File: src/rtl/nad_pkg.sv
// Purpose: Shared constants and types for the node address pin decoder.
// Assumes: Pin levels arrive as unsigned millivolt samples, one per pin.
// Notes: Register offsets are byte addresses on a 32-bit APB bus.
package nad_pkg;

  // ----------------------------------------------------------------------
  // Level quantisation
  // ----------------------------------------------------------------------
  localparam int unsigned NAD_MV_W = 12;
  localparam int unsigned NAD_CODE_W = 3;
  localparam int unsigned NAD_NUM_BANDS = 7;
  // Upper edge of each band in millivolts, lowest first.
  localparam logic [NAD_NUM_BANDS*NAD_MV_W-1:0] NAD_BAND_TOP_MV = {
    12'hC94, 12'hBC2, 12'hABE, 12'h97E, 12'h7DA, 12'h582, 12'h212};
  localparam logic [NAD_MV_W-1:0] NAD_FULL_SCALE_MV = 12'hCE4;

  // ----------------------------------------------------------------------
  // Address composition
  // ----------------------------------------------------------------------
  localparam int unsigned NAD_ADDR_W = 9;
  localparam logic [NAD_ADDR_W-1:0] NAD_HIGH_WEIGHT = 9'h040;
  localparam logic [NAD_ADDR_W-1:0] NAD_MID_WEIGHT = 9'h006;
  localparam logic [NAD_ADDR_W-1:0] NAD_OPEN_ADDR = 9'h0FF;
  localparam logic [NAD_ADDR_W-1:0] NAD_ADDR_RESET = 9'h000;
  localparam int unsigned NAD_ADDR_TOP_BIT = 8;

  // ----------------------------------------------------------------------
  // Timing
  // ----------------------------------------------------------------------
  localparam int unsigned NAD_CLK_MHZ = 250;
  localparam int unsigned NAD_SETTLE_US = 100;
  localparam int unsigned NAD_SETTLE_CYC = NAD_SETTLE_US * NAD_CLK_MHZ;

  // ----------------------------------------------------------------------
  // Register map
  // ----------------------------------------------------------------------
  localparam logic [7:0] NAD_OFS_ADDR = 8'h00;
  localparam logic [7:0] NAD_OFS_STATUS = 8'h04;
  localparam logic [7:0] NAD_OFS_CTRL = 8'h08;
  localparam logic [7:0] NAD_OFS_IRQ_STAT = 8'h0C;
  localparam logic [7:0] NAD_OFS_IRQ_MASK = 8'h10;
  localparam logic [7:0] NAD_OFS_ALIAS = 8'h14;
  localparam int unsigned NAD_ST_READY_BIT = 0;
  localparam int unsigned NAD_ST_FAULT_BIT = 1;
  localparam int unsigned NAD_ST_OPEN_BIT = 2;
  localparam int unsigned NAD_CTRL_ERR_BIT = 0;
  localparam int unsigned NAD_CTRL_CLR_BIT = 1;
  localparam int unsigned NAD_IRQ_W = 3;
  localparam int unsigned NAD_IRQ_READY_BIT = 0;
  localparam int unsigned NAD_IRQ_FAULT_BIT = 1;
  localparam int unsigned NAD_IRQ_OPEN_BIT = 2;
  localparam logic [15:0] NAD_ALIAS_RESET = 16'h0000;

  typedef enum logic [1:0] {
    NAD_SETTLE = 2'b00,
    NAD_SAMPLE = 2'b01,
    NAD_RUN = 2'b11
  } nad_state_t;

  typedef struct packed {
    logic [NAD_MV_W-1:0] high_mv;
    logic [NAD_MV_W-1:0] mid_mv;
    logic [NAD_MV_W-1:0] low_mv;
  } nad_levels_t;

  typedef struct packed {
    logic [NAD_CODE_W-1:0] high;
    logic [NAD_CODE_W-1:0] mid;
    logic [NAD_CODE_W-1:0] low;
  } nad_codes_t;

endpackage

File: src/rtl/nad_quantizer.sv
// Purpose: Quantises one pin level in millivolts into a 3-bit band code.
// Assumes: Level is synchronous to pclk and already digitised.
// Notes: Purely combinational; the caller registers the address built from the code.
module nad_quantizer
  import nad_pkg::*;
(
  input wire logic [NAD_MV_W-1:0] level_mv,
  output logic [NAD_CODE_W-1:0] code
);

  // ----------------------------------------------------------------------
  // Band search
  // ----------------------------------------------------------------------
  // The code is the count of band edges lying below the level.
  logic [NAD_NUM_BANDS-1:0] above;

  genvar gi;
  generate
    for (gi = 0; gi < NAD_NUM_BANDS; gi++) begin : g_edge
      assign above[gi] = level_mv > NAD_BAND_TOP_MV[gi*NAD_MV_W +: NAD_MV_W];
    end
  endgenerate

  always_comb begin
    code = '0;
    for (int i = 0; i < NAD_NUM_BANDS; i++) begin
      code = code + NAD_CODE_W'(above[i]);
    end
  end

endmodule // nad_quantizer

File: src/rtl/nad_top.sv
// Purpose: Node address pin decoder with APB registers and status indicators.
// Assumes: APB master follows the usual setup and access phases.
// Notes: Pins are sampled once after a settle time; the address then holds.
//
// Summary of operation
// - Each pin level maps to a 3-bit code through ascending voltage bands.
// - Address equals 64 times high code plus 6 times mid plus low.
// - All pins open or grounded gives address 255 and alias zero.
// - Address bit 8 is always zero; high code MSB is ignored except by the open check.
// - Fault indicator lights whenever an error condition is detected.
// - Ready lights after initialisation ends and goes off on error.
module nad_top
  import nad_pkg::*;
#(
  parameter int unsigned SETTLE_CYC = NAD_SETTLE_CYC
) (
  input wire logic pclk,
  input wire logic presetn,
  input wire logic psel,
  input wire logic penable,
  input wire logic pwrite,
  input wire logic [7:0] paddr,
  input wire logic [31:0] pwdata,
  output logic [31:0] prdata,
  output logic pready,
  output logic pslverr,
  input wire nad_levels_t pin_levels,
  input wire logic error_event,
  output logic fault_indicator,
  output logic ready_indicator,
  output logic irq
);

  // The settle counter needs at least one cycle before the pins are sampled.
  if (SETTLE_CYC < 1) begin : g_bad_settle
    $error("SETTLE_CYC must be at least one");
  end

  // ----------------------------------------------------------------------
  // Quantisers
  // ----------------------------------------------------------------------
  nad_codes_t codes;

  nad_quantizer u_q_high (
    .level_mv(pin_levels.high_mv),
    .code(codes.high)
  );
  nad_quantizer u_q_mid (
    .level_mv(pin_levels.mid_mv),
    .code(codes.mid)
  );
  nad_quantizer u_q_low (
    .level_mv(pin_levels.low_mv),
    .code(codes.low)
  );

  // The high weight reaches bit 8, which is then forced to zero.
  function automatic logic [NAD_ADDR_W-1:0] compose_addr(input nad_codes_t c);
    logic [NAD_ADDR_W-1:0] sum;
    sum = NAD_ADDR_W'(NAD_HIGH_WEIGHT * NAD_ADDR_W'(c.high))
        + NAD_ADDR_W'(NAD_MID_WEIGHT * NAD_ADDR_W'(c.mid))
        + NAD_ADDR_W'(c.low);
    sum[NAD_ADDR_TOP_BIT] = 1'b0;
    return sum;
  endfunction

  // All codes zero means every pin is open or grounded.
  logic all_open;
  assign all_open = (codes.high == '0) && (codes.mid == '0) && (codes.low == '0);

  // ----------------------------------------------------------------------
  // Initialisation sequencer
  // ----------------------------------------------------------------------
  nad_state_t state_reg, state_next;
  logic [31:0] cnt_reg, cnt_next;
  logic [NAD_ADDR_W-1:0] addr_reg, addr_next;
  logic open_reg, open_next;
  logic [15:0] alias_reg, alias_next;
  logic err_reg, err_next;
  logic init_done;
  logic sw_err, sw_clr;

  assign init_done = (state_reg == NAD_RUN);

  always_comb begin
    state_next = state_reg;
    cnt_next = cnt_reg;
    addr_next = addr_reg;
    open_next = open_reg;
    alias_next = alias_reg;
    case (state_reg)
      NAD_SETTLE: begin
        if (cnt_reg == SETTLE_CYC - 1) begin
          state_next = NAD_SAMPLE;
        end else begin
          cnt_next = cnt_reg + 32'h1;
        end
      end
      NAD_SAMPLE: begin
        // The address is captured only here, then held until reset.
        state_next = NAD_RUN;
        if (all_open) begin
          addr_next = NAD_OPEN_ADDR;
          open_next = 1'b1;
          alias_next = NAD_ALIAS_RESET;
        end else begin
          addr_next = compose_addr(codes);
          open_next = 1'b0;
          alias_next = 16'(compose_addr(codes));
        end
      end
      NAD_RUN: begin
        state_next = NAD_RUN;
      end
      default: begin
        state_next = NAD_SETTLE;
      end
    endcase
  end

  always_ff @(posedge pclk or negedge presetn) begin
    if (!presetn) begin
      state_reg <= NAD_SETTLE;
      cnt_reg <= '0;
      addr_reg <= NAD_ADDR_RESET;
      open_reg <= 1'b0;
      alias_reg <= NAD_ALIAS_RESET;
    end else begin
      state_reg <= state_next;
      cnt_reg <= cnt_next;
      addr_reg <= addr_next;
      open_reg <= open_next;
      alias_reg <= alias_next;
    end
  end

  // ----------------------------------------------------------------------
  // Error latch and indicators
  // ----------------------------------------------------------------------
  // An error is sticky until software clears it; a new event wins.
  always_comb begin
    err_next = err_reg;
    if (sw_clr) begin
      err_next = 1'b0;
    end
    if (error_event || sw_err) begin
      err_next = 1'b1;
    end
  end

  // Indicators follow the next latch value so they change with the latch.
  always_ff @(posedge pclk or negedge presetn) begin
    if (!presetn) begin
      err_reg <= 1'b0;
      fault_indicator <= 1'b0;
      ready_indicator <= 1'b0;
    end else begin
      err_reg <= err_next;
      fault_indicator <= err_next;
      ready_indicator <= (state_next == NAD_RUN) && !err_next;
    end
  end

  // ----------------------------------------------------------------------
  // Interrupt status
  // ----------------------------------------------------------------------
  logic [NAD_IRQ_W-1:0] irq_stat_reg, irq_stat_next;
  logic [NAD_IRQ_W-1:0] irq_mask_reg, irq_mask_next;
  logic [NAD_IRQ_W-1:0] irq_set, irq_w1c;
  logic wr_access;

  assign wr_access = psel && penable && pwrite;
  // Ready and open events are raised once, in the sample cycle.
  assign irq_set[NAD_IRQ_READY_BIT] = (state_reg == NAD_SAMPLE);
  assign irq_set[NAD_IRQ_FAULT_BIT] = err_next && !err_reg;
  assign irq_set[NAD_IRQ_OPEN_BIT] = (state_reg == NAD_SAMPLE) && all_open;
  assign irq_w1c = (wr_access && paddr == NAD_OFS_IRQ_STAT) ?
                   pwdata[NAD_IRQ_W-1:0] : '0;

  always_comb begin
    irq_stat_next = (irq_stat_reg & ~irq_w1c) | irq_set;
    irq_mask_next = irq_mask_reg;
    if (wr_access && paddr == NAD_OFS_IRQ_MASK) begin
      irq_mask_next = pwdata[NAD_IRQ_W-1:0];
    end
  end

  always_ff @(posedge pclk or negedge presetn) begin
    if (!presetn) begin
      irq_stat_reg <= '0;
      irq_mask_reg <= '0;
    end else begin
      irq_stat_reg <= irq_stat_next;
      irq_mask_reg <= irq_mask_next;
    end
  end

  // The interrupt is a level, high while any unmasked status bit is set.
  assign irq = |(irq_stat_reg & irq_mask_reg);

  // ----------------------------------------------------------------------
  // APB slave
  // ----------------------------------------------------------------------
  // Zero wait states; unmapped addresses answer with pslverr.
  logic mapped;
  logic [31:0] rd_mux;

  assign sw_err = wr_access && (paddr == NAD_OFS_CTRL) && pwdata[NAD_CTRL_ERR_BIT];
  assign sw_clr = wr_access && (paddr == NAD_OFS_CTRL) && pwdata[NAD_CTRL_CLR_BIT];
  assign pready = 1'b1;

  always_comb begin
    mapped = 1'b1;
    rd_mux = '0;
    case (paddr)
      NAD_OFS_ADDR: rd_mux = 32'(addr_reg);
      NAD_OFS_STATUS: begin
        rd_mux[NAD_ST_READY_BIT] = ready_indicator;
        rd_mux[NAD_ST_FAULT_BIT] = fault_indicator;
        rd_mux[NAD_ST_OPEN_BIT] = open_reg;
      end
      NAD_OFS_CTRL: rd_mux = '0;
      NAD_OFS_IRQ_STAT: rd_mux = 32'(irq_stat_reg);
      NAD_OFS_IRQ_MASK: rd_mux = 32'(irq_mask_reg);
      NAD_OFS_ALIAS: rd_mux = 32'(alias_reg);
      default: mapped = 1'b0;
    endcase
  end

  assign pslverr = psel && penable && !mapped;
  // Reads return zero outside a read access so the bus stays quiet.
  assign prdata = (psel && penable && !pwrite) ? rd_mux : '0;
endmodule // nad_top

File: config.mk
export PLATFORM = sky130hd
export DESIGN_NAME = nad_top
export DESIGN_NICKNAME = d
export VERILOG_FILES = /design/src/rtl/nad_pkg.sv /design/src/rtl/nad_quantizer.sv /design/src/rtl/nad_top.sv
export SDC_FILE = /design/constraint.sdc
export NUM_CORES = 1
export LEC_CHECK = 0
export BUFFER_PORTS_ARGS = -buffer_cell sky130_fd_sc_hd__buf_2
export CAP_MARGIN = 20
export CORE_MARGIN = 5
export CORE_UTILIZATION = 58
export DETAILED_ROUTE_END_ITERATION = 12
export GPL_TIMING_DRIVEN = 0
export PLACE_DENSITY = 0.89
export SYNTH_ARGS = -nofsm -noshare
export SYNTH_HDL_FRONTEND = slang
export SYNTH_SLANG_ARGS = --single-unit
File: constraint.sdc
create_clock -name pclk -period 4.56 [get_ports pclk]
set_clock_uncertainty 0.1 [all_clocks]
set_input_delay 0.912 -clock pclk [delete_from_list [all_inputs] [get_ports pclk]]
set_output_delay 0.912 -clock pclk [all_outputs]
set_load 0.02 [all_outputs]
======== After elaboration in Yosys (flattened, before gate mapping) ========
Cells that the tools add are included.
operators by class
  equality and inequality tests ........... 9
  $mul .................................... 1
  multiplexer cells ....................... 12
  order comparisons ....................... 21
  bitwise gates (word level) .............. 5
  reduce and logical (&&, ||, !) cells .... 28
  $add $sub $neg .......................... 21
operators by type and width
  kind                     number
  $gt A12 B12 Y1 const B   12
  $gt A12 B11 Y1 const B   6
  $add A3 B1 Y3            15
  $gt A12 B10 Y1 const B   3
  $add A32 B1 Y32 const B  1
  $eq A32 B15 Y1 const B   1
  $mux W32                 1
  $pmux W13 S2             1
  $eq A8 B4 Y1 const B     2
  $eq A8 B5 Y1 const B     2
  $mux W8                  2
  $pmux W3 S5              1
  $logic_and A1 B1 Y1      14
  $logic_not A3 Y1         3
  $add A8 B3 Y8            1
  $add A8 B6 Y8            1
  $eq A8 B3 Y1 const B     1
  $logic_not A8 Y1         1
  $add A1 B1 Y2            3
  $and A3 B3 Y3            2
  $reduce_or A6 Y1         1
  $mul A2 B3 Y5 const A    1
  $eq A2 B2 Y1 const B     2
  $logic_not A1 Y1         4
  13 further kinds         16
word-level totals
  logic and storage cells ................. 106
  input bits .............................. 82
  flip-flop bits (word level) ............. 68

======== Depth between registers and ports, before layout ========
Gate-level depths: netlist of the first run.
  depth in word-level cells ............... 12
  gate-level depth with buffers ........... 21
  gate-level depth less buffers ........... 21

======== By module ========
A second synthesis of the first run with hierarchy kept.
unflattened totals
  cell total of the unflattened synthesis .. 468
  area total of the unflattened synthesis .. 4470.5 um^2
by module, submodules not included
  module                        times used  cells each  area an instance (um^2)
  nad_top                       1           317         3278.1
  nad_quantizer at u_q_low ...  2           55          437.9
  nad_quantizer at u_q_high     1           41          316.6

======== Worst setup path after synthesis of the first run ========
Ideal clock, no wire load.
  path kind ............................... input to register
  start ................................... input pin_levels[12] in the netlist's numbering
  end ..................................... register alias_reg[6]
  arrival ................................. 5263 ps
  data required time ...................... 4331 ps
  slack ................................... -933 ps
  library setup time ...................... 129 ps
  stages .................................. 20
  cell sequence ........................... nand3b_1 > a2111oi_0 > a21oi_1 > o21ai_0 > nand2b_1 > ha_1 > inv_1 > fa_1 > fa_1 > inv_1 > ha_1 > inv_1 > fa_1 > inv_1 > ha_1 > fa_1 > xor2_1 > nor3b_1 > xnor2_1 > o21ai_0
between the ends
  longest elaborated chain between the ends .. 11
  elaborated cells between the ends (all ways) .. 20
  those cells by class .................... add/sub (8); mul (1); order compare (7); mux (1); reduce/logical (3)
RTL lines
  element                                               line                          text
  from (decl)                                           nad_top.sv:27                 input wire nad_levels_t pin_levels,
  $gt A12 B10 Y1 or $gt A12 B11 Y1 (tied branches)      nad_quantizer.sv:20           assign above[gi] = level_mv > NAD_BAND_TOP_MV[gi*NAD_MV_W +: NAD_MV_W];
  $add A1 B1 Y2                                         nad_quantizer.sv:27           code = code + NAD_CODE_W'(above[i]);
  $add A3 B1 Y3 (4 in a row)                            nad_quantizer.sv:27
  $add A3 B1 Y3 (*)                                     nad_quantizer.sv:27
  $mul A2 B3 Y5 or $logic_not A3 Y1 (tied branches)     nad_top.sv:61, nad_top.sv:69
  $add A8 B6 Y8 or $logic_and A1 B1 Y1 (tied branches)  nad_top.sv:61, nad_top.sv:69
  $add A8 B3 Y8 or $logic_and A1 B1 Y1 (tied branches)  nad_top.sv:62, nad_top.sv:69
  $mux W8 (*)                                           nad_top.sv:102                if (all_open) begin
  to (signal assigned)                                  nad_top.sv:133                alias_reg <= alias_next;
  to (decl)                                             nad_top.sv:78                 logic [15:0] alias_reg, alias_next;
Mark *: on every way between the ends. The rest lies on a longest branch, timed or not.
A chain may end at the register's enable or synchronous reset.

======== Worst setup path in the final report of the first run ========
  start ................................... input pin_levels[12] in the netlist's numbering
  end ..................................... register alias_reg[5]
The elaborated chain is that of the path after synthesis.

==> results of run 1 <==
metal layers:
| layer | part of all wire, % | track usage, % | up-vias | routed length, um |
|---|---|---|---|---|
| met5 | 0 | 0 | - | 0 |
| met4 | 2.9 | 10.2 | 0 | 308 |
| met2 | 52 | 41.5 | 174 | 5580 |
| li1 | - | - | 1880 | - |
| met1 | 39 | 27.7 | 1856 | 4200 |
| met3 | 6.3 | 4.26 | 28 | 675 |
layout make-up:
cell class,count,area [sq um]
buffer,35,229
clock buffer,10,128
clock inverter,6,80.1
fill,488,1820
inverter,28,105
multi-input combinational,382,2820
sequential,59,1480
tap,99,124
timing repair buffer,75,465
synth_stat cells, types with 4 or more instances:
cell	instances
sky130_fd_sc_hd__a211o_1	6
sky130_fd_sc_hd__a21o_1	4
sky130_fd_sc_hd__a21oi_1	17
sky130_fd_sc_hd__a22o_1	4
sky130_fd_sc_hd__a22oi_1	6
sky130_fd_sc_hd__a31oi_1	4
sky130_fd_sc_hd__and3_1	6
sky130_fd_sc_hd__and4_1	4
sky130_fd_sc_hd__buf_4	25
sky130_fd_sc_hd__clkbuf_1	6
sky130_fd_sc_hd__dfrtp_1	59
sky130_fd_sc_hd__fa_1	11
sky130_fd_sc_hd__ha_1	16
sky130_fd_sc_hd__inv_1	28
sky130_fd_sc_hd__mux2_2	5
sky130_fd_sc_hd__nand2_1	53
sky130_fd_sc_hd__nand2b_1	7
sky130_fd_sc_hd__nand3_1	22
sky130_fd_sc_hd__nand3b_1	6
sky130_fd_sc_hd__nand4_1	13
sky130_fd_sc_hd__nor2_1	34
sky130_fd_sc_hd__nor2b_1	9
sky130_fd_sc_hd__nor3_1	10
sky130_fd_sc_hd__nor4_1	7
sky130_fd_sc_hd__o21a_1	7
sky130_fd_sc_hd__o21ai_0	17
sky130_fd_sc_hd__o22a_1	5
sky130_fd_sc_hd__o2bb2ai_1	4
sky130_fd_sc_hd__xnor2_1	27
sky130_fd_sc_hd__xor2_1	13
cells by family (layout without fill, tap and decap cells):
kind of cell / after synthesis / after routing / synth area share [%]
other cells: 2 / 25 / 0.174
flops: 59 / 59 / 34.1
fa+ha+maj: 27 / 27 / 9.72
xor+xnor: 40 / 40 / 8.10
mux: 8 / 8 / 2.00
compound gates: 95 / 95 / 15.7
simple gates: 187 / 187 / 22.5
buf+inv: 63 / 154 / 7.72
report_power, final:
part	leakage, nW	switching (W)	internal, W
sequential	0.760	0.0000211	0.000555
combinational	1.61	0.000405	0.000396
clock	0.110	0.000210	0.000304
repair_timing:
| action | CTS | global route |
|---|---|---|
| pin swaps | 13 | 16 |
| endpoints found under the setup margin | 17 | 17 |
| resized for setup | 23 | 20 |
| setup buffers | 8 | 5 |
critical path, delay by kind of cell:
kind	cells	cell delay [ns]
simple gates	3	0.45
compound gates	4	0.82
fa+ha+maj	7	2.38
xor+xnor	2	0.45
buf+inv	5	0.32
metrics by stage:
step / cells / TNS, ns / power, W
floorplan: 504 / -7.76 / 0.000996
global placement: 664 / -13.69 / 0.00111
detailed placement: 665 / -15.55 / 0.00114
CTS: 689 / -6.42 / 0.00174
global route: 694 / -12.91 / 0.00199
finish: 694 / -8.79 / 0.00189
worst min-delay path by stage:
stage / from / end / cells past startpoint
3_5_place_dp: alias_reg[7]$_DFFE_PN0P_ / alias_reg[7]$_DFFE_PN0P_ / 2
5_1_grt: presetn / addr_reg[2]$_DFFE_PN0P_ / 1
3_3_place_gp: alias_reg[7]$_DFFE_PN0P_ / alias_reg[7]$_DFFE_PN0P_ / 2
6_report: presetn / irq_mask_reg[1]$_DFFE_PN0P_ / 1
4_1_cts: presetn / irq_mask_reg[1]$_DFFE_PN0P_ / 1
2_1_floorplan: alias_reg[0]$_DFFE_PN0P_ / alias_reg[0]$_DFFE_PN0P_ / 2
cell usage in the layout (no fill, tap or decap), types with 4 or more instances in the layout:
master,count
sky130_fd_sc_hd__inv_1,20
sky130_fd_sc_hd__and3_1,6
sky130_fd_sc_hd__nor4_1,6
sky130_fd_sc_hd__nand3_1,22
sky130_fd_sc_hd__buf_2,59
sky130_fd_sc_hd__nand2b_1,7
sky130_fd_sc_hd__nand2_1,50
sky130_fd_sc_hd__mux2_2,5
sky130_fd_sc_hd__xor2_1,11
sky130_fd_sc_hd__xnor2_1,23
sky130_fd_sc_hd__clkinv_2,4
sky130_fd_sc_hd__nand3b_1,6
sky130_fd_sc_hd__and4_1,4
sky130_fd_sc_hd__a21oi_1,13
sky130_fd_sc_hd__a31oi_1,4
sky130_fd_sc_hd__a22oi_1,6
sky130_fd_sc_hd__fa_1,8
sky130_fd_sc_hd__o21ai_0,12
sky130_fd_sc_hd__o22a_1,5
sky130_fd_sc_hd__ha_1,11
sky130_fd_sc_hd__a211o_1,6
sky130_fd_sc_hd__nor2b_1,9
sky130_fd_sc_hd__clkbuf_1,7
sky130_fd_sc_hd__clkbuf_8,9
sky130_fd_sc_hd__inv_2,8
sky130_fd_sc_hd__buf_6,4
sky130_fd_sc_hd__nand4_1,13
sky130_fd_sc_hd__a22o_1,4
sky130_fd_sc_hd__o21a_1,7
sky130_fd_sc_hd__dfrtp_1,59
sky130_fd_sc_hd__a21o_1,4
sky130_fd_sc_hd__nor2_1,34
sky130_fd_sc_hd__conb_1,25
sky130_fd_sc_hd__nor3_1,10
sky130_fd_sc_hd__buf_4,36
==> results.yml, run 1 <==
clock_network:
  total_number_of_clock_tree_sinks: 59
  numCtsBuffers: 9
  clkLatencyLatePin_ns: 0.34
  root_buffer: "sky130_fd_sc_hd__clkbuf_8"
  cts_htree_levels: 3
  cts_tree: "done"
  clk_transition_reported_paths_ns: 0.06
  cts_max_path_buffers: 2
  holdBufCountCts: 0
synth:
  synth_sequential_area_ratio_pct: 34.1
  ys_ff_latch: 59
  predominant_post_synthesis_flop_cell: "sky130_fd_sc_hd__dfrtp_1"
  netlist_instances: 481
  synth.cell_area_sq_um: 4330
  synth_edf_count: 0
  synth_top_area_cell: "sky130_fd_sc_hd__dfrtp_1"
  asyncSetResetFlopFracSynth_pct: 100
  ys_top_cells_by_area: "sky130_fd_sc_hd__dfrtp_1 (34%), sky130_fd_sc_hd__xnor2_1 (5.5%), sky130_fd_sc_hd__fa_1 (5.1%), sky130_fd_sc_hd__ha_1 (4.6%), sky130_fd_sc_hd__nand2_1 (4.6%)"
  synth_top_area_share_pct: 34.1
  synth_cell_types: 56
  synth_area_per_cell_sq_um: 9.00
  synth.yosys.warnings: 0
routing:
  vias: 3938
  firstDrtPassIters: 8
  routed_wire_length_per_instance_um: 15.5
  drtAntennaViolNets: 0
  routed_via_density: 5.67
  drt_iter0_drc: 313
  remaining_drc_errors: 0
  totalWireLength_um: 10800
timing:
  hold-worst-slack_ns: 0.398
  worst_tran_pin_value_ns: 0.629
  slew_headroom_pct: 57.7
  post-route-period-util_pct: 115
  timing.final.crit_period_ns: 5.23
  setup_violations: 17
  hold_viol: 0
  fmax_mhz: 191
  setup_repair_after_global_routing_missed_its_margin: "true"
  timing.final.max_slew_violations: 0
  setup_slack_ns: -0.667
worst_setup_path:
  rr_worst_depth: 4
  rr_endpoint: "cnt_reg[1]$_DFFE_PN0P_"
  critical_path.slowest_cell: "sky130_fd_sc_hd__fa_1"
  reg2reg_from: "cnt_reg[28]$_DFFE_PN0P_"
  cp-startpoint: "pin_levels[12]"
  crit_end: "alias_reg[5]$_DFFE_PN0P_"
  timing_worst_setup_path_type: "in -> reg"
  cp-start-kind: "input port"
  setup.worst_path.end_class: "register"
  timing.critical_path.slowest_cell_delay_ns: 0.51
  crit_arrival_ns: 5.35
  worst-r2r-setup-slack_ns: 2.37
  path_cells: "buf_8 -> nand3b_1 -> a2111oi_4 -> a21oi_2 -> o21ai_1 -> nand2b_1 -> ha_1 -> inv_2 -> fa_1 -> fa_1 -> inv_1 -> ha_2 -> inv_2 -> fa_1 -> inv_2 -> ha_4 -> fa_2 -> xor2_2 -> nand3b_1 -> xor2_2 -> a22o_1"
  crit_path_max_fanout: 5
  cp.required_ns: 4.68
floorplan:
  ios: 119
  design.core.area_sq_um: 7250
  die_area_sq_um: 9290
  fp.dieW_um: 96.4
  start_util_pct: 59.7
  die_h_um: 96.4
  rows: 31
placed_design:
  portbufs: 61
  postPlaceCellArea_sq_um: 4930
  place.detailed.hpwl_um: 7540
  gpl.final_weighted_congestion: 0.873
  dp_worst_setup_slack_ns: -1.16
global_routing:
  grt_pass1_wl_um: 17000
  grt_util_all_layers_pct: 23.4
  antenna_found_initial: 0
  grt_max_degree: 44
  vias_in_the_first_global_route: 3836
  global_route.overflow_total: 0
layout:
  largest_reg_flops: 32
  final_design_area_no_fill_sq_um: 5430
  flow.area_growth_from_synthesis_pct: 25.5
  antenna_cells: 0
  layout.core_utilization_pct: 74.8
  layout.nets: 699
  drive_above_1_share_pct: 27.7
pwr:
  leakage_nw: 2.48
  power_per_cell_area_nw_per_um2: 348
  vdd.ir_drop.worst_v: 0.000208
outcome:
  status: "finished, violations left"
  violations: "setup timing"
flow_run:
  max_cap_viol_count: 0
worst_hold_path:
  timing.hold.worst.class: "in -> async"
(Power assumes the default switching activity.)
==> inputs of run 2 (changes only) <==
--- a/config.mk
+++ b/config.mk
@@ -14,4 +14,5 @@
 export PLACE_DENSITY = 0.89
 export SYNTH_ARGS = -nofsm -noshare
 export SYNTH_HDL_FRONTEND = slang
+export SYNTH_HIERARCHICAL = 1
 export SYNTH_SLANG_ARGS = --single-unit
==> results.yml, run 2 <==
timing:
  hold_viol: 0
  setup_violations: 13
  worst_tran_pin_value_ns: 0.852
  timing.final.max_slew_violations: 0
  setup_slack_ns: -0.724
  post-route-period-util_pct: 116
  timing.final.crit_period_ns: 5.28
  slew_headroom_pct: 42.7
  setup_repair_after_global_routing_missed_its_margin: "true"
  fmax_mhz: 189
floorplan:
  rows: 32
  design.core.area_sq_um: 7610
  die_area_sq_um: 9560
  die_h_um: 97.8
  start_util_pct: 58.8
  fp.dieW_um: 97.8
  ios: 119
worst_setup_path:
  path_cells: "buf_8 -> or4_4 -> a2111oi_4 -> o21a_1 -> fa_1 -> inv_2 -> fa_1 -> inv_2 -> fa_2 -> inv_2 -> fa_2 -> ha_4 -> inv_2 -> fa_2 -> xor2_2 -> or3b_4 -> nor3b_4 -> xnor2_2 -> o21ai_1"
  timing.critical_path.slowest_cell_delay_ns: 0.58
  timing_worst_setup_path_type: "in -> reg"
  crit_arrival_ns: 5.39
  critPathMostFrequentCell: "sky130_fd_sc_hd__inv_2"
  cp-start-kind: "input port"
  critical_path.top_delay_family: "adder cells"
  critical_path_buf_inv_count: 5
  critical_path.slowest_cell: "sky130_fd_sc_hd__fa_2"
  cp.required_ns: 4.67
  setup.worst_path.end_class: "register"
  crit_path_max_fanout: 3
placed_design:
  place.detailed.hpwl_um: 7880
  gpl.final_weighted_congestion: 0.936
  portbufs: 59
synth:
  synth_sequential_area_ratio_pct: 33.0
  synth_top_cells_by_count: "sky130_fd_sc_hd__dfrtp_1 (59), sky130_fd_sc_hd__nand2_1 (35), sky130_fd_sc_hd__nand3_1 (31)"
  synth_top_area_share_pct: 33.0
  synth.cell_area_sq_um: 4470
  synth_edf_count: 0
  synth_cell_types: 66
  ys_ff_latch: 59
  ys_top_cells_by_area: "sky130_fd_sc_hd__dfrtp_1 (33%), sky130_fd_sc_hd__fa_1 (6.3%), sky130_fd_sc_hd__xnor2_1 (5.7%), sky130_fd_sc_hd__buf_4 (4.2%), sky130_fd_sc_hd__nand3_1 (3.5%)"
  predominant_post_synthesis_flop_cell: "sky130_fd_sc_hd__dfrtp_1"
  synth_area_per_cell_sq_um: 9.55
  synth.yosys.warnings: 6
  synth_top_area_cell: "sky130_fd_sc_hd__dfrtp_1"
  netlist_instances: 468
  asyncSetResetFlopFracSynth_pct: 100
  most_numerous_cell_in_the_yosys_netlist: "sky130_fd_sc_hd__dfrtp_1"
routing:
  drt_iter0_drc: 307
  routed_wire_length_per_instance_um: 16.5
  totalWireLength_um: 11200
  routed_via_density: 5.99
  drtAntennaViolNets: 0
  firstDrtPassIters: 8
  remaining_drc_errors: 0
  vias: 4040
pwr:
  vdd.ir_drop.worst_v: 0.000215
  leakage_nw: 2.37
  power.total_w: 0.00174
  power_per_cell_area_nw_per_um2: 320
clock_network:
  cts_tree: "done"
  clkLatencyLatePin_ns: 0.35
  numCtsBuffers: 9
  cts_htree_levels: 3
  cts_max_path_buffers: 2
  root_buffer: "sky130_fd_sc_hd__clkbuf_8"
  holdBufCountCts: 0
  total_number_of_clock_tree_sinks: 59
  clk_transition_reported_paths_ns: 0.06
outcome:
  violations: "setup timing"
  status: "finished, violations left"
global_routing:
  antenna_found_initial: 0
  global_route.overflow_total: 0
  vias_in_the_first_global_route: 3987
  grt_util_all_layers_pct: 22.8
  grt_max_degree: 36
  grt_pass1_wl_um: 18200
layout:
  flow.area_growth_from_synthesis_pct: 21.4
  layout.nets: 672
  layout.core_utilization_pct: 71.3
  mostFrequentLayoutCell: "sky130_fd_sc_hd__dfrtp_1"
  drive_above_1_share_pct: 28.6
  final_cell_mix: "sky130_fd_sc_hd__dfrtp_1 (59), sky130_fd_sc_hd__buf_2 (58), sky130_fd_sc_hd__nand2_1 (33), sky130_fd_sc_hd__nand3_1 (31), sky130_fd_sc_hd__buf_4 (31)"
  total_of_fill_cells_in_the_finished_design: 533
  largest_reg_flops: 32
  antenna_cells: 0
flow_run:
  max_cap_viol_count: 0
worst_hold_path:
  timing.hold.worst.class: "reg -> reg"
run 2: cell count changes in the layout (fill, tap and decap cells not counted), sizes merged, moves of 5 or more:
cell	change
ha	-9
buf	-6
nand3	+9
o22ai	+6
nor2	-20
xor2	-5
nor2b	-6
nand2	-18
or4	+5
clkbuf	+6
a22oi	-6
or3	+5
and4	+5
run 2: what timing repair did:
action,4_1_cts,5_1_grt
pin swaps,3,4
buffers inserted,5,2
gates resized for setup,13,17
cloned,0,0
endpoints found under the setup margin,17,17
run 2: power by group:
| group | internal [W] | switching (W) | leakage, nW |
|---|---|---|---|
| logic | 0.000312 | 0.000382 | 1.50 |
| registers | 0.000556 | 0.0000222 | 0.765 |
| clock network | 0.000262 | 0.000202 | 0.102 |
run 2: cell families (layout without fill, tap and decap cells):
group | after synthesis | after routing | share of synthesized area, %
other cells | 2 | 25 | 0.168
xor+xnor | 37 | 37 | 7.25
compound gates | 94 | 94 | 15.6
buf+inv | 70 | 152 | 10.4
simple gates | 179 | 179 | 23.0
mux | 6 | 6 | 2.27
fa+ha+maj | 21 | 21 | 8.23
flops | 59 | 59 | 33.0
run 2: routing by layer:
metal	part of all wire (%)	GRT usage (%)
met1	39	27.6
met2	51	38.5
met3	6.5	6.43
met4	3.2	8.84
met5	0	0
run 2: cell type report:
class	count	area (sq um)	share of cell area [%]
plain buffers	43	364	6.71
clock buffers	10	138	2.54
clock inverters	5	53.8	0.992
inverters	27	101	1.87
multi-input cells	362	2780	51.2
flip-flops and latches	59	1480	27.2
well taps	102	128	2.35
repair buffers	67	388	7.15
run 2: through the flow:
| step | instances | TNS, ns | hold slack (ns) | area [sq um] | setup slack, ns |
|---|---|---|---|---|---|
| after floorplan | 491 | -5.37 | 0.341 | 4610 | -0.684 |
| after global placement | 652 | -10.71 | 0.361 | 5030 | -0.964 |
| final | 675 | -5.54 | 0.385 | 5430 | -0.724 |
| after CTS | 673 | -5.70 | 0.391 | 5330 | -0.659 |
| after detailed placement | 653 | -12.23 | 0.376 | 5050 | -1.11 |
| after global routing | 675 | -7.18 | 0.414 | 5430 | -0.834 |
run 2: final timing paths:
path	from	to	slack, ns	cells past startpoint
max	pin_levels[17]	alias_reg[7]$_DFFE_PN0P_	-0.72	19
min	cnt_reg[31]$_DFFE_PN0P_	cnt_reg[31]$_DFFE_PN0P_	0.39	1
max reg2reg	cnt_reg[0]$_DFFE_PN0P_	cnt_reg[8]$_DFFE_PN0P_	2.07	8
min reg2reg	cnt_reg[31]$_DFFE_PN0P_	cnt_reg[31]$_DFFE_PN0P_	0.39	1
max in group asynchronous	presetn	alias_reg[5]$_DFFE_PN0P_	3.32	2
min in group asynchronous	presetn	cnt_reg[12]$_DFFE_PN0P_	0.46	1
